### config.mk
export PLATFORM = sky130hd
export DESIGN_NAME = cae_exec
export DESIGN_NICKNAME = d
export VERILOG_FILES = /design/src/core/cae_pkg.sv /design/src/core/cae_exec.sv
export SDC_FILE = /design/constraint.sdc
export NUM_CORES = 1
export LEC_CHECK = 0
export BUFFER_PORTS_ARGS = -buffer_cell sky130_fd_sc_hd__buf_2
export CORE_MARGIN = 3
export CORE_UTILIZATION = 35
export CTS_BUF_LIST = sky130_fd_sc_hd__clkbuf_16
export CTS_CLUSTER_DIAMETER = 40
export CTS_CLUSTER_SIZE = 16
export DETAILED_ROUTE_END_ITERATION = 6
export SETUP_SLACK_MARGIN = 0.02
export SLEW_MARGIN = 25
export SYNTH_ARGS = -nofsm -noshare
export SYNTH_HDL_FRONTEND = slang
export SYNTH_SLANG_ARGS = --single-unit
export TNS_END_PERCENT = 20
### constraint.sdc
create_clock -name mclk -period 6.7 [get_ports mclk]
set_input_delay 1.34 -clock mclk [delete_from_list [all_inputs] [get_ports mclk]]
set_output_delay 1.34 -clock mclk [all_outputs]
set_load 0.02 [all_outputs]
### src/core/cae_pkg.sv
// shared types and constants of the execute stage for arithmetic, logic and flow
// assumes a single core clock and a decoder that hands over one operation at a time
package cae_pkg;

  // ****************************************
  // operations
  // ****************************************
  typedef enum logic [5:0] {
    add_regs, add_carry, add_imm_word, sub_regs, sub_const, sub_with_borrow,
    sub_const_with_borrow, sub_imm_word, and_regs, and_const, or_regs, or_const,
    xor_regs, set_mask_bits, clear_mask_bits, test_zero_minus, zero_register,
    mult_unsigned, mult_signed, mult_signed_unsigned, frac_mult_unsigned,
    frac_mult_signed, frac_mult_signed_unsigned, rel_jump, ind_jump, direct_jump,
    rel_call, ind_call, sub_return, irq_return, cmp_skip_equal, cmp_regs,
    cmp_with_carry
  } cae_op_e;

  // ****************************************
  // status flags and their positions
  // ****************************************
  typedef struct packed {
    logic i;
    logic t;
    logic h;
    logic s;
    logic v;
    logic n;
    logic z;
    logic c;
  } cae_flags_s;

  localparam logic [7:0] FLAG_RESET = 8'h00;
  localparam logic [7:0] MASK_NONE = 8'h00;
  localparam logic [7:0] MASK_ARITH = 8'h3f;  // h s v n z c
  localparam logic [7:0] MASK_WORD = 8'h1f;   // s v n z c
  localparam logic [7:0] MASK_LOGIC = 8'h1e;  // s v n z
  localparam logic [7:0] MASK_MUL = 8'h03;    // z c
  localparam logic [7:0] MASK_IRQ = 8'h80;    // i
  localparam logic [7:0] BYTE_ALL_ONES = 8'hff;

  // ****************************************
  // cycle counts
  // ****************************************
  localparam logic [2:0] CYC_ALU = 3'h1;
  localparam logic [2:0] CYC_WORD = 3'h2;
  localparam logic [2:0] CYC_MUL = 3'h2;
  localparam logic [2:0] CYC_JUMP = 3'h2;
  localparam logic [2:0] CYC_DIRECT_JUMP = 3'h3;
  localparam logic [2:0] CYC_CALL = 3'h3;
  localparam logic [2:0] CYC_RETURN = 3'h4;
  localparam logic [2:0] CYC_SKIP_ONE = 3'h2;
  localparam logic [2:0] CYC_SKIP_TWO = 3'h3;
  localparam logic [15:0] PC_STEP = 16'h0001;
  localparam logic [15:0] PC_SKIP_ONE = 16'h0002;
  localparam logic [15:0] PC_SKIP_TWO = 16'h0003;

  // ****************************************
  // request from the decoder and result to the register file
  // ****************************************
  typedef struct packed {
    cae_op_e op;
    logic [7:0] rd;         // destination operand value
    logic [7:0] rr;         // source operand value
    logic [7:0] k;          // byte constant or mask
    logic [5:0] kw;         // word constant 0..63
    logic [15:0] pair;      // register pair high:low
    logic [15:0] zptr;      // z pointer
    logic [15:0] pc;        // address of this instruction
    logic [15:0] target;    // signed relative offset or direct address
    logic next_two_word;    // instruction after this one is two words long
    cae_flags_s flags;      // status register before the operation
  } cae_req_s;

  typedef struct packed {
    logic rd_we;
    logic [7:0] rd_data;
    logic pair_we;
    logic [15:0] pair_data;
    logic prod_we;          // write r1:r0
    logic [15:0] prod_data;
    logic [7:0] flag_we;    // per-flag write enable
    cae_flags_s flags;
    logic [15:0] pc_next;
  } cae_res_s;

endpackage : cae_pkg

### src/core/cae_exec.sv
// execute stage: arithmetic, logic, multiply, compare, skip, jump, call and return
// assumes the decoder holds req steady while start is high and the stack
// answers a pop with pop_data in the cycle that pop_req is high
//
// Overview of operation
// RULE1: add and add-with-carry, six flags, one cycle
// RULE2: word add constant to pair, two cycles
// RULE3: subtract register or constant, one cycle
// RULE4: subtract register with borrow, one cycle
// RULE5: subtract constant with borrow, one cycle
// RULE6: word subtract constant from pair, two cycles
// RULE7: and with register or constant, z n v
// RULE8: or and exclusive or, z n v
// RULE9: set mask bits by or
// RULE10: clear mask bits by and with complement
// RULE11: test and zero register set z n v
// RULE12: three multiplies into r1:r0, z c, two cycles
// RULE13: fractional multiplies shift product left one
// RULE14: indirect jump loads pc from z, two cycles
// RULE15: indirect call pushes return, loads z, three
// RULE16: compare skip equal adds two or three
// RULE17: compare sets flags without writing rd
// RULE18: relative jump two cycles, relative call three
// RULE19: returns pop pc in four, irq sets i
module cae_exec (
  input wire logic mclk,                   // core clock
  input wire logic rst,                    // asynchronous reset, active high
  input wire logic start,                  // request valid, taken when not busy
  input wire cae_pkg::cae_req_s req,       // operation and operands
  input wire logic [15:0] pop_data,        // word popped from the stack
  output logic busy,                       // operation in progress
  output logic done,                       // one-cycle pulse, result valid
  output cae_pkg::cae_res_s result,        // result, held until next done
  output logic push_req,                   // one-cycle push of push_data
  output logic [15:0] push_data,           // return address to push
  output logic pop_req                     // one-cycle pop request
);

  // ****************************************
  // combinational operation
  // ****************************************
  typedef enum {st_idle, st_run} cae_state_e;

  cae_state_e state, next_state;
  logic [2:0] cnt, next_cnt;
  logic pop_wait, next_pop_wait;
  logic next_busy, next_done, next_push_req, next_pop_req;
  logic [15:0] next_push_data;
  cae_pkg::cae_res_s next_result, hold, next_hold, calc;
  logic [2:0] calc_cyc;
  logic calc_push, calc_pop;

  function automatic logic [7:0] arith_flags(input logic [7:0] a, input logic [7:0] b,
                                             input logic [7:0] r, input logic sub,
                                             input logic zkeep, input cae_pkg::cae_flags_s f);
    cae_pkg::cae_flags_s o;
    o = f;
    if (sub) begin
      o.h = (~a[3] & b[3]) | (b[3] & r[3]) | (r[3] & ~a[3]);
      o.v = (a[7] & ~b[7] & ~r[7]) | (~a[7] & b[7] & r[7]);
      o.c = (~a[7] & b[7]) | (b[7] & r[7]) | (r[7] & ~a[7]);
    end else begin
      o.h = (a[3] & b[3]) | (b[3] & ~r[3]) | (~r[3] & a[3]);
      o.v = (a[7] & b[7] & ~r[7]) | (~a[7] & ~b[7] & r[7]);
      o.c = (a[7] & b[7]) | (b[7] & ~r[7]) | (~r[7] & a[7]);
    end
    o.n = r[7];
    // with borrow, a zero result keeps z only if it was already set
    o.z = (r == 8'h00) & (zkeep ? f.z : 1'b1);
    o.s = o.n ^ o.v;
    return o;
  endfunction : arith_flags

  function automatic logic [7:0] logic_flags(input logic [7:0] r,
                                             input cae_pkg::cae_flags_s f);
    cae_pkg::cae_flags_s o;
    o = f;
    o.v = 1'b0;
    o.n = r[7];
    o.z = (r == 8'h00);
    o.s = r[7];
    return o;
  endfunction : logic_flags

  function automatic logic [15:0] multiply(input logic [7:0] a, input logic [7:0] b,
                                           input logic sa, input logic sb);
    logic signed [8:0] ea;
    logic signed [8:0] eb;
    logic signed [17:0] p;
    ea = $signed({sa & a[7], a});
    eb = $signed({sb & b[7], b});
    p = ea * eb;
    return p[15:0];
  endfunction : multiply

  always_comb begin
    logic [7:0] r8;
    logic [7:0] opb;
    logic [8:0] sum9;
    logic [15:0] r16;
    logic [15:0] prod;
    logic cin;
    logic zkeep;
    logic is_sub;
    logic frac;
    cae_pkg::cae_flags_s f;
    r8 = 8'h00;
    opb = req.rr;
    sum9 = 9'h000;
    r16 = 16'h0000;
    prod = 16'h0000;
    cin = 1'b0;
    zkeep = 1'b0;
    is_sub = 1'b0;
    frac = 1'b0;
    f = req.flags;
    calc = '0;
    calc.flags = req.flags;
    calc.pc_next = req.pc + cae_pkg::PC_STEP;
    calc_cyc = cae_pkg::CYC_ALU;
    calc_push = 1'b0;
    calc_pop = 1'b0;
    unique case (req.op)
      cae_pkg::add_regs, cae_pkg::add_carry, cae_pkg::sub_regs, cae_pkg::sub_const,
      cae_pkg::sub_with_borrow, cae_pkg::sub_const_with_borrow, cae_pkg::cmp_regs,
      cae_pkg::cmp_with_carry: begin
        is_sub = !(req.op inside {cae_pkg::add_regs, cae_pkg::add_carry});
        cin = (req.op inside {cae_pkg::add_carry, cae_pkg::sub_with_borrow,
                              cae_pkg::sub_const_with_borrow, cae_pkg::cmp_with_carry})
              & req.flags.c;
        zkeep = req.op inside {cae_pkg::sub_with_borrow, cae_pkg::sub_const_with_borrow,
                               cae_pkg::cmp_with_carry};
        if (req.op inside {cae_pkg::sub_const, cae_pkg::sub_const_with_borrow}) begin
          opb = req.k;
        end
        if (is_sub) begin
          sum9 = {1'b0, req.rd} - {1'b0, opb} - {8'h00, cin};  // see RULE3 see RULE4 see RULE5
        end else begin
          sum9 = {1'b0, req.rd} + {1'b0, opb} + {8'h00, cin};  // see RULE1
        end
        r8 = sum9[7:0];
        calc.flags = arith_flags(req.rd, opb, r8, is_sub, zkeep, req.flags);
        calc.flag_we = cae_pkg::MASK_ARITH;
        // compares only touch the flags
        calc.rd_we = !(req.op inside {cae_pkg::cmp_regs, cae_pkg::cmp_with_carry});  // see RULE17
        calc.rd_data = r8;
      end
      cae_pkg::add_imm_word, cae_pkg::sub_imm_word: begin
        if (req.op == cae_pkg::add_imm_word) begin
          r16 = req.pair + {10'h000, req.kw};  // see RULE2
          f.v = ~req.pair[15] & r16[15];
          f.c = ~r16[15] & req.pair[15];
        end else begin
          r16 = req.pair - {10'h000, req.kw};  // see RULE6
          f.v = req.pair[15] & ~r16[15];
          f.c = r16[15] & ~req.pair[15];
        end
        f.n = r16[15];
        f.z = (r16 == 16'h0000);
        f.s = f.n ^ f.v;
        calc.flags = f;
        calc.flag_we = cae_pkg::MASK_WORD;
        calc.pair_we = 1'b1;
        calc.pair_data = r16;
        calc_cyc = cae_pkg::CYC_WORD;  // see RULE2 see RULE6
      end
      cae_pkg::and_regs, cae_pkg::and_const, cae_pkg::or_regs, cae_pkg::or_const,
      cae_pkg::xor_regs, cae_pkg::set_mask_bits, cae_pkg::clear_mask_bits,
      cae_pkg::test_zero_minus, cae_pkg::zero_register: begin
        unique case (req.op)
          cae_pkg::and_regs: r8 = req.rd & req.rr;  // see RULE7
          cae_pkg::and_const: r8 = req.rd & req.k;  // see RULE7
          cae_pkg::or_regs: r8 = req.rd | req.rr;  // see RULE8
          cae_pkg::or_const: r8 = req.rd | req.k;  // see RULE8
          cae_pkg::xor_regs: r8 = req.rd ^ req.rr;  // see RULE8
          cae_pkg::set_mask_bits: r8 = req.rd | req.k;  // see RULE9
          cae_pkg::clear_mask_bits: r8 = req.rd & (cae_pkg::BYTE_ALL_ONES - req.k);  // see RULE10
          cae_pkg::test_zero_minus: r8 = req.rd & req.rd;  // see RULE11
          default: r8 = req.rd ^ req.rd;  // see RULE11
        endcase
        calc.flags = logic_flags(r8, req.flags);
        calc.flag_we = cae_pkg::MASK_LOGIC;
        calc.rd_we = 1'b1;
        calc.rd_data = r8;
      end
      cae_pkg::mult_unsigned, cae_pkg::mult_signed, cae_pkg::mult_signed_unsigned,
      cae_pkg::frac_mult_unsigned, cae_pkg::frac_mult_signed,
      cae_pkg::frac_mult_signed_unsigned: begin
        frac = req.op inside {cae_pkg::frac_mult_unsigned, cae_pkg::frac_mult_signed,
                              cae_pkg::frac_mult_signed_unsigned};
        prod = multiply(req.rd, req.rr,
                        req.op inside {cae_pkg::mult_signed, cae_pkg::mult_signed_unsigned,
                                       cae_pkg::frac_mult_signed,
                                       cae_pkg::frac_mult_signed_unsigned},
                        req.op inside {cae_pkg::mult_signed, cae_pkg::frac_mult_signed});
        // carry is the product msb before the fractional shift
        f.c = prod[15];  // see RULE12
        r16 = frac ? {prod[14:0], 1'b0} : prod;  // see RULE13
        f.z = (r16 == 16'h0000);
        calc.flags = f;
        calc.flag_we = cae_pkg::MASK_MUL;
        calc.prod_we = 1'b1;
        calc.prod_data = r16;
        calc_cyc = cae_pkg::CYC_MUL;  // see RULE12 see RULE13
      end
      cae_pkg::rel_jump, cae_pkg::rel_call: begin
        calc.pc_next = req.pc + req.target + cae_pkg::PC_STEP;  // see RULE18
        calc_push = (req.op == cae_pkg::rel_call);
        calc_cyc = calc_push ? cae_pkg::CYC_CALL : cae_pkg::CYC_JUMP;  // see RULE18
      end
      cae_pkg::ind_jump, cae_pkg::ind_call: begin
        calc.pc_next = req.zptr;  // see RULE14 see RULE15
        calc_push = (req.op == cae_pkg::ind_call);  // see RULE15
        calc_cyc = calc_push ? cae_pkg::CYC_CALL : cae_pkg::CYC_JUMP;  // see RULE14 see RULE15
      end
      cae_pkg::direct_jump: begin
        calc.pc_next = req.target;
        calc_cyc = cae_pkg::CYC_DIRECT_JUMP;
      end
      cae_pkg::sub_return, cae_pkg::irq_return: begin
        calc_pop = 1'b1;  // see RULE19
        calc_cyc = cae_pkg::CYC_RETURN;  // see RULE19
        if (req.op == cae_pkg::irq_return) begin
          f.i = 1'b1;  // see RULE19
          calc.flags = f;
          calc.flag_we = cae_pkg::MASK_IRQ;
        end
      end
      cae_pkg::cmp_skip_equal: begin
        // a skip costs one cycle per word of the skipped instruction
        if (req.rd == req.rr) begin
          calc.pc_next = req.pc + (req.next_two_word ? cae_pkg::PC_SKIP_TWO
                                                     : cae_pkg::PC_SKIP_ONE);  // see RULE16
          calc_cyc = req.next_two_word ? cae_pkg::CYC_SKIP_TWO : cae_pkg::CYC_SKIP_ONE;  // see RULE16
        end
      end
      default: begin
        calc = '0;
        calc.flags = req.flags;
        calc.pc_next = req.pc + cae_pkg::PC_STEP;
      end
    endcase
  end

  // ****************************************
  // sequencing
  // ****************************************
  // results are held internally and released together on the last cycle,
  // so the register file never sees a half-finished multi-cycle operation
  always_comb begin
    next_state = state;
    next_cnt = cnt;
    next_hold = hold;
    next_pop_wait = 1'b0;
    next_result = result;
    next_done = 1'b0;
    next_busy = busy;
    next_push_req = 1'b0;
    next_push_data = push_data;
    next_pop_req = 1'b0;
    unique case (state)
      st_idle: begin
        if (start) begin
          next_push_req = calc_push;  // see RULE15 see RULE18
          next_push_data = req.pc + cae_pkg::PC_STEP;
          next_pop_req = calc_pop;  // see RULE19
          next_pop_wait = calc_pop;
          if (calc_cyc == cae_pkg::CYC_ALU) begin
            next_result = calc;
            next_done = 1'b1;
          end else begin
            next_hold = calc;
            next_cnt = calc_cyc - 3'h1;
            next_busy = 1'b1;
            next_state = st_run;
          end
        end
      end
      st_run: begin
        if (pop_wait) begin
          next_hold.pc_next = pop_data;  // see RULE19
        end
        next_cnt = cnt - 3'h1;
        if (cnt == 3'h1) begin
          next_result = next_hold;
          next_done = 1'b1;
          next_busy = 1'b0;
          next_state = st_idle;
        end
      end
    endcase
  end

  always_ff @(posedge mclk or posedge rst) begin
    if (rst) begin
      state <= st_idle;
      cnt <= 3'h0;
      hold <= '0;
      pop_wait <= 1'b0;
      result <= '0;
      done <= 1'b0;
      busy <= 1'b0;
      push_req <= 1'b0;
      push_data <= 16'h0000;
      pop_req <= 1'b0;
    end else begin
      state <= next_state;
      cnt <= next_cnt;
      hold <= next_hold;
      pop_wait <= next_pop_wait;
      result <= next_result;
      done <= next_done;
      busy <= next_busy;
      push_req <= next_push_req;
      push_data <= next_push_data;
      pop_req <= next_pop_req;
    end
  end

endmodule : cae_exec

==> flow_summary.yaml, run 1 <==
status:
  status: "completed"
yosys:
  synthFlopType: "dfrtp_1"
  synth_nets: 2186
  synth_top_area_share_pct: 27.2
  synth.area.top_cells: "dfrtp_1 27%, fa_1 9.1%, ha_1 8.3%, nand2_1 6.6%, o21ai_0 4.8%"
  synth_cells: 1886
  async_flop_share_pct: 100
  synth_xor_area_share_pct: 4.10
  synth_compound_area_share_pct: 19.4
  yosysMostFrequentCell: "nand2_1"
  synthSimpleGateAreaFrac_pct: 20.6
  synth_top_family_by_area: "simple AND/OR/NAND/NOR gates"
  synthesis.area_mm2: 0.0154
  syn_avg_cell_area_um2: 8.16
  post-synth-top-area-cell: "dfrtp_1"
  synth-adder-area-share_pct: 17.4
  synth-edff-count: 0
  synthTopCellsByCount: "272 x nand2_1, 167 x dfrtp_1, 153 x inv_1"
  seq_area_frac_synth_pct: 27.2
  synth_warnings: 0
  synth_cell_types: 83
  synth_seq_cells: 167
  synthMuxAreaShare_pct: 4.65
routing:
  drt_pass1_iterations: 5
  vias_per_cell: 5.39
  postRouteAntennaNets: 0
  wl_per_cell_um: 19.5
  drcViolationCount: 0
  dr.first_iter.drc_count: 1170
  via_count: 14400
  routed_wl_mm: 52.0
run:
  drv_cap: 0
clocking:
  cts_hold_buf: 0
  clkTransAtPathRegs_ns: 0.07
  cts_resized: 0
  clock_latency_ns: 0.45
  cts_made_buffers: 17
  tritoncts: "done"
  postCtsSetupBuffers: 0
  cts_root_buf: "clkbuf_16"
  clk_path_buf_depth: 2
  htree_levels: 4
  clock-sinks: 167
grt:
  grt-ovfl-total: 0
  antenna_found_initial: 1
  grt_first_pass_wirelength_mm: 81.8
  grt_pass1_vias: 14400
  track_usage_pct: 22.2
  grt_max_degree: 81
cells_and_area:
  fillers: 4442
  drive_gt1_share_pct: 17.8
  synthToLayoutAreaGrowth_pct: 16.4
  layout.nets: 2375
  final_area_mm2: 0.0179
  diodes: 0
floorplan:
  fp-row-count: 76
  ios: 223
  die_h_um: 216
  die_w_um: 216
  design.core.area_mm2: 0.0433
  start_util_pct: 35.6
  die_area_mm2: 0.0465
pwr:
  p_sw_uw: 2440
  seq_power_share_pct: 29.9
  clockPowerShare_pct: 18.1
  internal_power_uw: 3020
  comb_power_share_pct: 52.0
  leakage_uw: 0.00820
  vdd_drop_max_v: 0.000148
  power_density_mw_per_mm2: 305
  swShare_pct: 44.7
worst_hold_path:
  holdPathEnd: "result[3]$_DFFE_PP0P_"
  whs_path_depth: 2
  min_from: "result[3]$_DFFE_PP0P_"
  hold_path_class: "flip-flop to flip-flop"
critical_path:
  max_stage_delay_ns: 0.56
  critPathLaunchType: "primary input"
  r2r-end: "result[17]$_DFFE_PP0P_"
  cp_num_cells: 23
  crit_family: "adder cells"
  cp_max_fo: 4
  required_ns: 7.07
  r2r_cells: 8
  r2r_slack_ns: 3.68
  path_cells: "buf_2 > and3b_1 > o211a_4 > nand2_4 > inv_2 > fa_1 > inv_1 > fa_1 > inv_1 > fa_1 > inv_1 > fa_1 > fa_1 > inv_2 > ha_4 > o21a_1 > o31a_1 > o31ai_2 > a211oi_1 > or3_1 > and3_1 > or3_1 > a31oi_1"
  crit_type: "primary input to flip-flop"
  critPathArrivalTime_ns: 6.72
  path_buf_inv: 6
  crit_path_end_kind: "flip-flop"
  crit_top_cell: "fa_1"
  rr_startpoint: "busy$_DFFE_PP0P_"
  cp_slowest_cell: "fa_1"
placement:
  hpwl_mm: 41.0
  dp_slack_ns: -0.134
  placed_cell_area_mm2: 0.0173
  io_buffers: 221
  routabilityCongestion: 0.954
sta:
  setup_violations: 0
  max_slew_margin_pct: 29.3
  fin_worst_skew_ns: 0.0112
  setup_slack_ns: 0.350
  rsz0062_at_grt: "no"
  finalCritPeriodShare_pct: 94.8
  period_minus_slack_ns: 6.35
  worst_pin_slew_ns: 1.05
  fmax_mhz: 157
  hold_violations: 0
  finalMaxSlewViolations: 0
metrics by stage:
| stage | hold slack (ns) | TNS [ns] | instances | total power, µW | util (%) |
|---|---|---|---|---|---|
| CTS | 0.474 | 0 | 2672 | 5520 | 41.4 |
| global route | 0.499 | 0 | 2672 | 5910 | 41.4 |
| floorplan | 0.440 | 0 | 1886 | 3520 | - |
| global placement | 0.448 | -0.222 | 2641 | 4450 | 40.1 |
| detailed placement | 0.457 | -0.371 | 2641 | 4500 | 40.1 |
| finish | 0.468 | 0 | 2672 | 5460 | 41.4 |
placed cells by master (no fill, tap or decap), types with 43 or more instances in the layout:
cell type  count
a21oi_1      110
nor3_1        51
fa_1          70
o21ai_0      146
inv_1        150
buf_2        221
dfrtp_1      166
ha_1         101
buf_4         57
mux2i_1       43
nor2_1       122
nand2_1      271
and2_1        61
xnor2_1       48
state kept, by name, indices dropped and copies added, names as in the netlist:
register / flops
push_req: 1
hold: 72
result: 72
busy: 1
done: 1
push_data: 16
cnt: 3
pop_wait: 1
how the worst max path moves through the flow:
stage,start,to
3_5_place_dp,req[103],hold[17]$_DFFE_PP0P_
2_1_floorplan,req[106],hold[17]$_DFFE_PP0P_
6_report,req[105],hold[17]$_DFFE_PP0P_
4_1_cts,req[103],hold[17]$_DFFE_PP0P_
3_3_place_gp,req[103],hold[17]$_DFFE_PP0P_
5_1_grt,req[104],hold[17]$_DFFE_PP0P_
layout make-up:
| class | count | area [µm²] | share of cell area, % |
|---|---|---|---|
| Multi-Input combinational cell | 1454 | 10300 | 57.3 |
| Sequential cell | 167 | 4180 | 23.3 |
| Timing Repair Buffer | 280 | 1570 | 8.79 |
| Tap cell | 585 | 732 | 4.09 |
| Inverter | 155 | 587 | 3.28 |
| Clock buffer | 17 | 425 | 2.37 |
| Clock inverter | 14 | 150 | 0.838 |
power by group through the flow:
stage                     Combinational, µW  Clock, µW  Sequential (µW)
after floorplan                        1670          0             1850
after global placement                 2810          0             1630
after detailed placement               2850          0             1650
after CTS                              2860       1020             1630
after global routing                   3170       1060             1680
final                                  2840        990             1630
worst reg2reg max path, cell delays in order (launching register included):
cell     delay [ns]
dfrtp_2        0.87
buf_4          0.65
nand2_1        0.10
nor2_1         0.30
nor2_4         0.07
buf_4          0.35
or3_1          0.40
o21ai_0        0.10
a21oi_1        0.06
kinds of logic (layout without fill, tap and decap cells):
group | count (synthesis) | in the layout
and+or+nand+nor | 668 | 668
AOI/OAI and AO/OA | 474 | 474
buffers and inverters | 265 | 466
adders and majority gates | 172 | 172
DFF | 167 | 167
xor gates and xnor gates | 72 | 72
muxes | 67 | 67
other | 1 | 1
layer usage:
layer | vias to the layer above | part of all wire [%] | wire (µm) | track usage, %
met5 | - | 0.017 | 9 | 0
met3 | 75 | 5.7 | 2980 | 3.24
met1 | 6931 | 45 | 23700 | 30.6
met4 | 2 | 3.0 | 1580 | 7.47
li1 | 6898 | - | - | -
met2 | 493 | 46 | 23800 | 36.0
Power figures use the tool's default switching activity.
==> run 2: changes to the inputs <==
--- a/config.mk
+++ b/config.mk
@@ -5,7 +5,8 @@
 export SDC_FILE = /design/constraint.sdc
 export NUM_CORES = 1
 export LEC_CHECK = 0
-export BUFFER_PORTS_ARGS = -buffer_cell sky130_fd_sc_hd__buf_2
+export ABC_AREA = 1
+export BUFFER_PORTS_ARGS = -buffer_cell sky130_fd_sc_hd__buf_4
 export CORE_MARGIN = 3
 export CORE_UTILIZATION = 35
 export CTS_BUF_LIST = sky130_fd_sc_hd__clkbuf_16
==> flow_summary.yaml, run 2 <==
clocking:
  htree_levels: 4
  cts_root_buf: "clkbuf_16"
  clock_latency_ns: 0.45
  clkTransAtPathRegs_ns: 0.08
  postCtsSetupBuffers: 0
  cts_resized: 0
  tritoncts: "done"
  cts_made_buffers: 17
  clk_path_buf_depth: 2
  clock-sinks: 167
  cts_hold_buf: 0
placement:
  hpwl_mm: 46.1
  dp_slack_ns: -0.106
  routabilityCongestion: 0.954
  dp.cells: 3136
  io_buffers: 221
critical_path:
  max_stage_delay_ns: 0.54
  crit_top_cell: "nand2_1"
  critPathArrivalTime_ns: 6.75
  crit_type: "primary input to flip-flop"
  cp_slowest_cell: "fa_1"
  cp_max_fo: 4
  crit_path_end_kind: "flip-flop"
  critPathLaunchType: "primary input"
  required_ns: 7.10
run:
  drv_cap: 0
yosys:
  synthFlopType: "dfrtp_1"
  yosysMostFrequentCell: "nand2_1"
  post-synth-top-area-cell: "dfrtp_1"
  synth-edff-count: 0
  synth_nets: 2671
  synth_cells: 2371
  synthesis.area_mm2: 0.0160
  synth_cell_types: 56
  synth_seq_cells: 167
  synthTopCellsByCount: "662 x nand2_1, 352 x inv_1, 197 x nor2_1"
  synth.area.top_cells: "dfrtp_1 26%, nand2_1 16%, fa_1 8.7%, inv_1 8.2%, ha_1 8.0%"
  seq_area_frac_synth_pct: 26.1
  syn_avg_cell_area_um2: 6.76
  synth_warnings: 0
  synth_top_area_share_pct: 26.1
  async_flop_share_pct: 100
pwr:
  vdd_drop_max_v: 0.000201
  internal_power_uw: 3080
  swShare_pct: 46.8
  seq_power_share_pct: 28.0
  p_sw_uw: 2700
  power_density_mw_per_mm2: 305
  clockPowerShare_pct: 17.9
  comb_power_share_pct: 54.1
  leakage_uw: 0.0102
floorplan:
  ios: 223
  design.core.area_mm2: 0.0447
  die_h_um: 220
  die_area_mm2: 0.0484
  start_util_pct: 35.9
  die_w_um: 220
  fp-row-count: 77
cells_and_area:
  final_core_util_pct: 42.4
  layout.nets: 2863
  final_common_cell: "nand2_1"
  fin_cells: 3168
  diodes: 0
  drive_gt1_share_pct: 13.8
  top_regs: "hold (72), result (72), push_data (16)"
  layout_common_cells: "661 x nand2_1, 349 x inv_1, 263 x buf_4"
  synthToLayoutAreaGrowth_pct: 18.2
sta:
  fin_worst_skew_ns: 0.0104
  setup_slack_ns: 0.351
  finalCritPeriodShare_pct: 94.8
  finalMaxSlewViolations: 0
  period_minus_slack_ns: 6.35
  max_slew_margin_pct: 32.7
  rsz0062_at_grt: "no"
  hold_violations: 0
  fmax_mhz: 158
  worst_pin_slew_ns: 1.01
  setup_tns_ns: 0
  fin_hold_ws_ns: 0.484
  setup_violations: 0
routing:
  via_count: 16400
  dr.first_iter.drc_count: 1543
  wl_per_cell_um: 18.2
  drt_pass1_iterations: 5
  routed_wl_mm: 57.7
  drcViolationCount: 0
  vias_per_cell: 5.18
  postRouteAntennaNets: 0
grt:
  grt_pass1_vias: 15700
  track_usage_pct: 23.7
  grt-ovfl-total: 0
  grt_max_degree: 75
  antenna_found_initial: 0
  grt_first_pass_wirelength_mm: 89.3
worst_hold_path:
  hold_path_class: "flip-flop to flip-flop"
status:
  status: "completed"
## run 2: cell types whose count changed in the layout (fill, tap and decap cells not counted), moves of 35 or more
cell	delta
and2_1	-61
buf_2	-221
buf_4	+206
inv_1	+199
mux2i_1	-42
nand2_1	+390
nand3_1	+136
nor2_1	+75
xnor2_1	-35
## run 2: power groups by stage
stage	clock network [µW]	logic [µW]	registers, µW
floorplan	0	1770	1840
global placement	0	3090	1630
detailed placement	0	3130	1640
CTS	1050	3140	1620
global route	1100	3520	1660
finish	1030	3130	1620
## run 2: area by class of cell
type	instances	area (µm²)
clock inverters	15	180
multi-input cells	1743	10000
clock buffers	17	425
well taps	592	741
inverters	371	1400
repair buffers	263	1970
fillers	4749	25800
flip-flops and latches	167	4180
## run 2: worst paths after layout
| check | start | end | slack (ns) | cells past startpoint |
|---|---|---|---|---|
| setup / recovery | req[108] | result[17]$_DFFE_PP0P_ | 0.35 | 34 |
| hold / removal | hold[13]$_DFFE_PP0P_ | hold[13]$_DFFE_PP0P_ | 0.48 | 2 |
| setup reg to reg | busy$_DFFE_PP0P_ | result[40]$_DFFE_PP0P_ | 3.91 | 6 |
| hold reg to reg | hold[13]$_DFFE_PP0P_ | hold[13]$_DFFE_PP0P_ | 0.48 | 2 |
| max in group asynchronous | rst | busy$_DFFE_PP0P_ | 4.44 | 3 |
| min in group asynchronous | rst | done$_DFF_PP0_ | 0.99 | 2 |
## run 2: through the flow
| step | area, µm² | power, µW |
|---|---|---|
| 2_1_floorplan | 16000 | 3610 |
| 3_3_place_gp | 18300 | 4710 |
| 3_5_place_dp | 18300 | 4760 |
| 4_1_cts | 18900 | 5810 |
| 5_1_grt | 18900 | 6280 |
| 6_report | 18900 | 5780 |
## run 2: worst max-delay path: cells and delay by family
family / cells / cell delay [ns]
compound gates: 2 / 0.26
fa+ha+maj: 6 / 2.83
simple gates: 18 / 1.81
buf+inv: 8 / 0.49
## run 2: cells by family (layout without fill, tap and decap cells)
| logic type | Yosys count | after routing | share of synthesized area (%) |
|---|---|---|---|
| adders and majority gates | 172 | 172 | 16.7 |
| buffers and inverters | 461 | 666 | 11.3 |
| and+or+nand+nor | 1136 | 1136 | 29.8 |
| AOI/OAI and AO/OA | 388 | 388 | 13.5 |
| muxes | 2 | 2 | 0.133 |
| other | 1 | 1 | 0.0234 |
| DFF | 167 | 167 | 26.1 |
| xor gates and xnor gates | 44 | 44 | 2.40 |
## run 2: routing by layer
metal	global-route usage, %	wire, µm
met2	38.6	26600
met1	32.1	25400
met4	7.10	1490
met3	4.36	4270
met5	0	0
==> run 3: changes to the inputs <==
--- a/config.mk
+++ b/config.mk
@@ -8,11 +8,12 @@
 export ABC_AREA = 1
 export BUFFER_PORTS_ARGS = -buffer_cell sky130_fd_sc_hd__buf_4
 export CORE_MARGIN = 3
-export CORE_UTILIZATION = 35
+export CORE_UTILIZATION = 50
 export CTS_BUF_LIST = sky130_fd_sc_hd__clkbuf_16
 export CTS_CLUSTER_DIAMETER = 40
 export CTS_CLUSTER_SIZE = 16
 export DETAILED_ROUTE_END_ITERATION = 6
+export PLACE_DENSITY = 0.71
 export SETUP_SLACK_MARGIN = 0.02
 export SLEW_MARGIN = 25
 export SYNTH_ARGS = -nofsm -noshare
==> flow_summary.yaml, run 3 (same netlist as run 2, synthesis figures left out) <==
critical_path:
  cp_slowest_cell: "fa_1"
  crit_path_end_kind: "flip-flop"
  cp_max_fo: 4
  required_ns: 7.07
  crit_top_cell: "nand2_1"
  critPathArrivalTime_ns: 6.60
  max_stage_delay_ns: 0.53
  crit_type: "primary input to flip-flop"
  critPathLaunchType: "primary input"
clocking:
  cts_made_buffers: 17
  cts_resized: 0
  tritoncts: "done"
  cts_hold_buf: 0
  clock_latency_ns: 0.43
  clk_path_buf_depth: 2
  postCtsSetupBuffers: 0
  htree_levels: 4
  cts_root_buf: "clkbuf_16"
  clock-sinks: 167
  clkTransAtPathRegs_ns: 0.07
pwr:
  p_total_uw: 5690
  leakage_uw: 0.0101
  power_density_mw_per_mm2: 306
  vdd_drop_max_v: 0.000225
floorplan:
  die_h_um: 185
  start_util_pct: 51.6
  fp-row-count: 64
  ios: 223
  design.core.area_mm2: 0.0311
  die_area_mm2: 0.0342
  die_w_um: 185
status:
  status: "completed"
routing:
  wl_per_cell_um: 18.0
  via_count: 16500
  vias_per_cell: 5.56
  postRouteAntennaNets: 0
  routed_wl_mm: 53.4
  dr.first_iter.drc_count: 1336
  drcViolationCount: 0
  drt_pass1_iterations: 7
sta:
  max_slew_margin_pct: 37.4
  fin_hold_ws_ns: 0.477
  worst_pin_slew_ns: 0.938
  hold_violations: 0
  finalCritPeriodShare_pct: 93.0
  period_minus_slack_ns: 6.23
  fmax_mhz: 160
  finalMaxSlewViolations: 0
  setup_violations: 0
  setup_tns_ns: 0
  fin_worst_skew_ns: 0.0146
  rsz0062_at_grt: "no"
  setup_slack_ns: 0.469
cells_and_area:
  top_regs: "hold (72), result (72), push_data (16)"
  drive_gt1_share_pct: 13.4
  synthToLayoutAreaGrowth_pct: 16.1
  layout_common_cells: "662 x nand2_1, 349 x inv_1, 250 x buf_4"
  final_core_util_pct: 59.9
  final_common_cell: "nand2_1"
  layout.nets: 2851
worst_hold_path:
  hold_path_class: "flip-flop to flip-flop"
grt:
  grt-ovfl-total: 0
  track_usage_pct: 31.1
  antenna_found_initial: 2
  grt_pass1_vias: 15800
  grt_max_degree: 101
  grt_first_pass_wirelength_mm: 84.3
placement:
  io_buffers: 221
  hpwl_mm: 42.3
  dp_slack_ns: 0.0638
  routabilityCongestion: 0.974
run:
  drv_cap: 0
[run 3: final cells by class]
| cell class | instances | area, µm² |
|---|---|---|
| Clock inverter | 15 | 175 |
| Clock buffer | 17 | 425 |
| Timing Repair Buffer | 251 | 1900 |
| Antenna cell | 1 | 2.50 |
| Tap cell | 396 | 495 |
| Multi-Input combinational cell | 1743 | 10000 |
| Fill cell | 2973 | 12500 |
| Inverter | 371 | 1400 |
| Sequential cell | 167 | 4180 |
[run 3: critical path: cells and delay by family]
| family | cells | cell delay [ns] |
|---|---|---|
| adder cells (fa/ha/maj) | 6 | 2.84 |
| buffers and inverters | 8 | 0.51 |
| AND/OR/NAND/NOR | 18 | 1.66 |
| AO/OA/AOI/OAI | 2 | 0.26 |
[run 3: routing by layer]
layer	global-route usage (%)	part of all wire, %
met1	42.8	44
met2	50.4	45
met3	3.97	6.5
met4	12.0	4.0
met5	0	0.028
[run 3: power by group]
part / leakage [µW] / internal (µW) / switching [µW]
sequential: 0.00214 / 1390 / 232
clock: 0.000295 / 507 / 477
combinational: 0.00766 / 1130 / 1950
total: 0.0101 / 3030 / 2660
[run 3: worst paths after layout]
path	from	to	slack, ns	cells past startpoint
worst max-delay path	req[108]	result[17]$_DFFE_PP0P_	0.47	34
worst min-delay path	hold[65]$_DFFE_PP0P_	hold[65]$_DFFE_PP0P_	0.48	2
worst max register to register	busy$_DFFE_PP0P_	result[19]$_DFFE_PP0P_	3.97	8
worst min register to register	hold[65]$_DFFE_PP0P_	hold[65]$_DFFE_PP0P_	0.48	2
max in group asynchronous	rst	busy$_DFFE_PP0P_	4.19	3
min in group asynchronous	rst	result[22]$_DFFE_PP0P_	1.06	2
[run 3: through the flow]
| step | area, µm² | instances |
|---|---|---|
| detailed placement | 18000 | 2928 |
| CTS | 18600 | 2960 |
| global route | 18600 | 2961 |
| finish | 18600 | 2961 |
| floorplan | 16000 | 2371 |
| global placement | 18000 | 2928 |
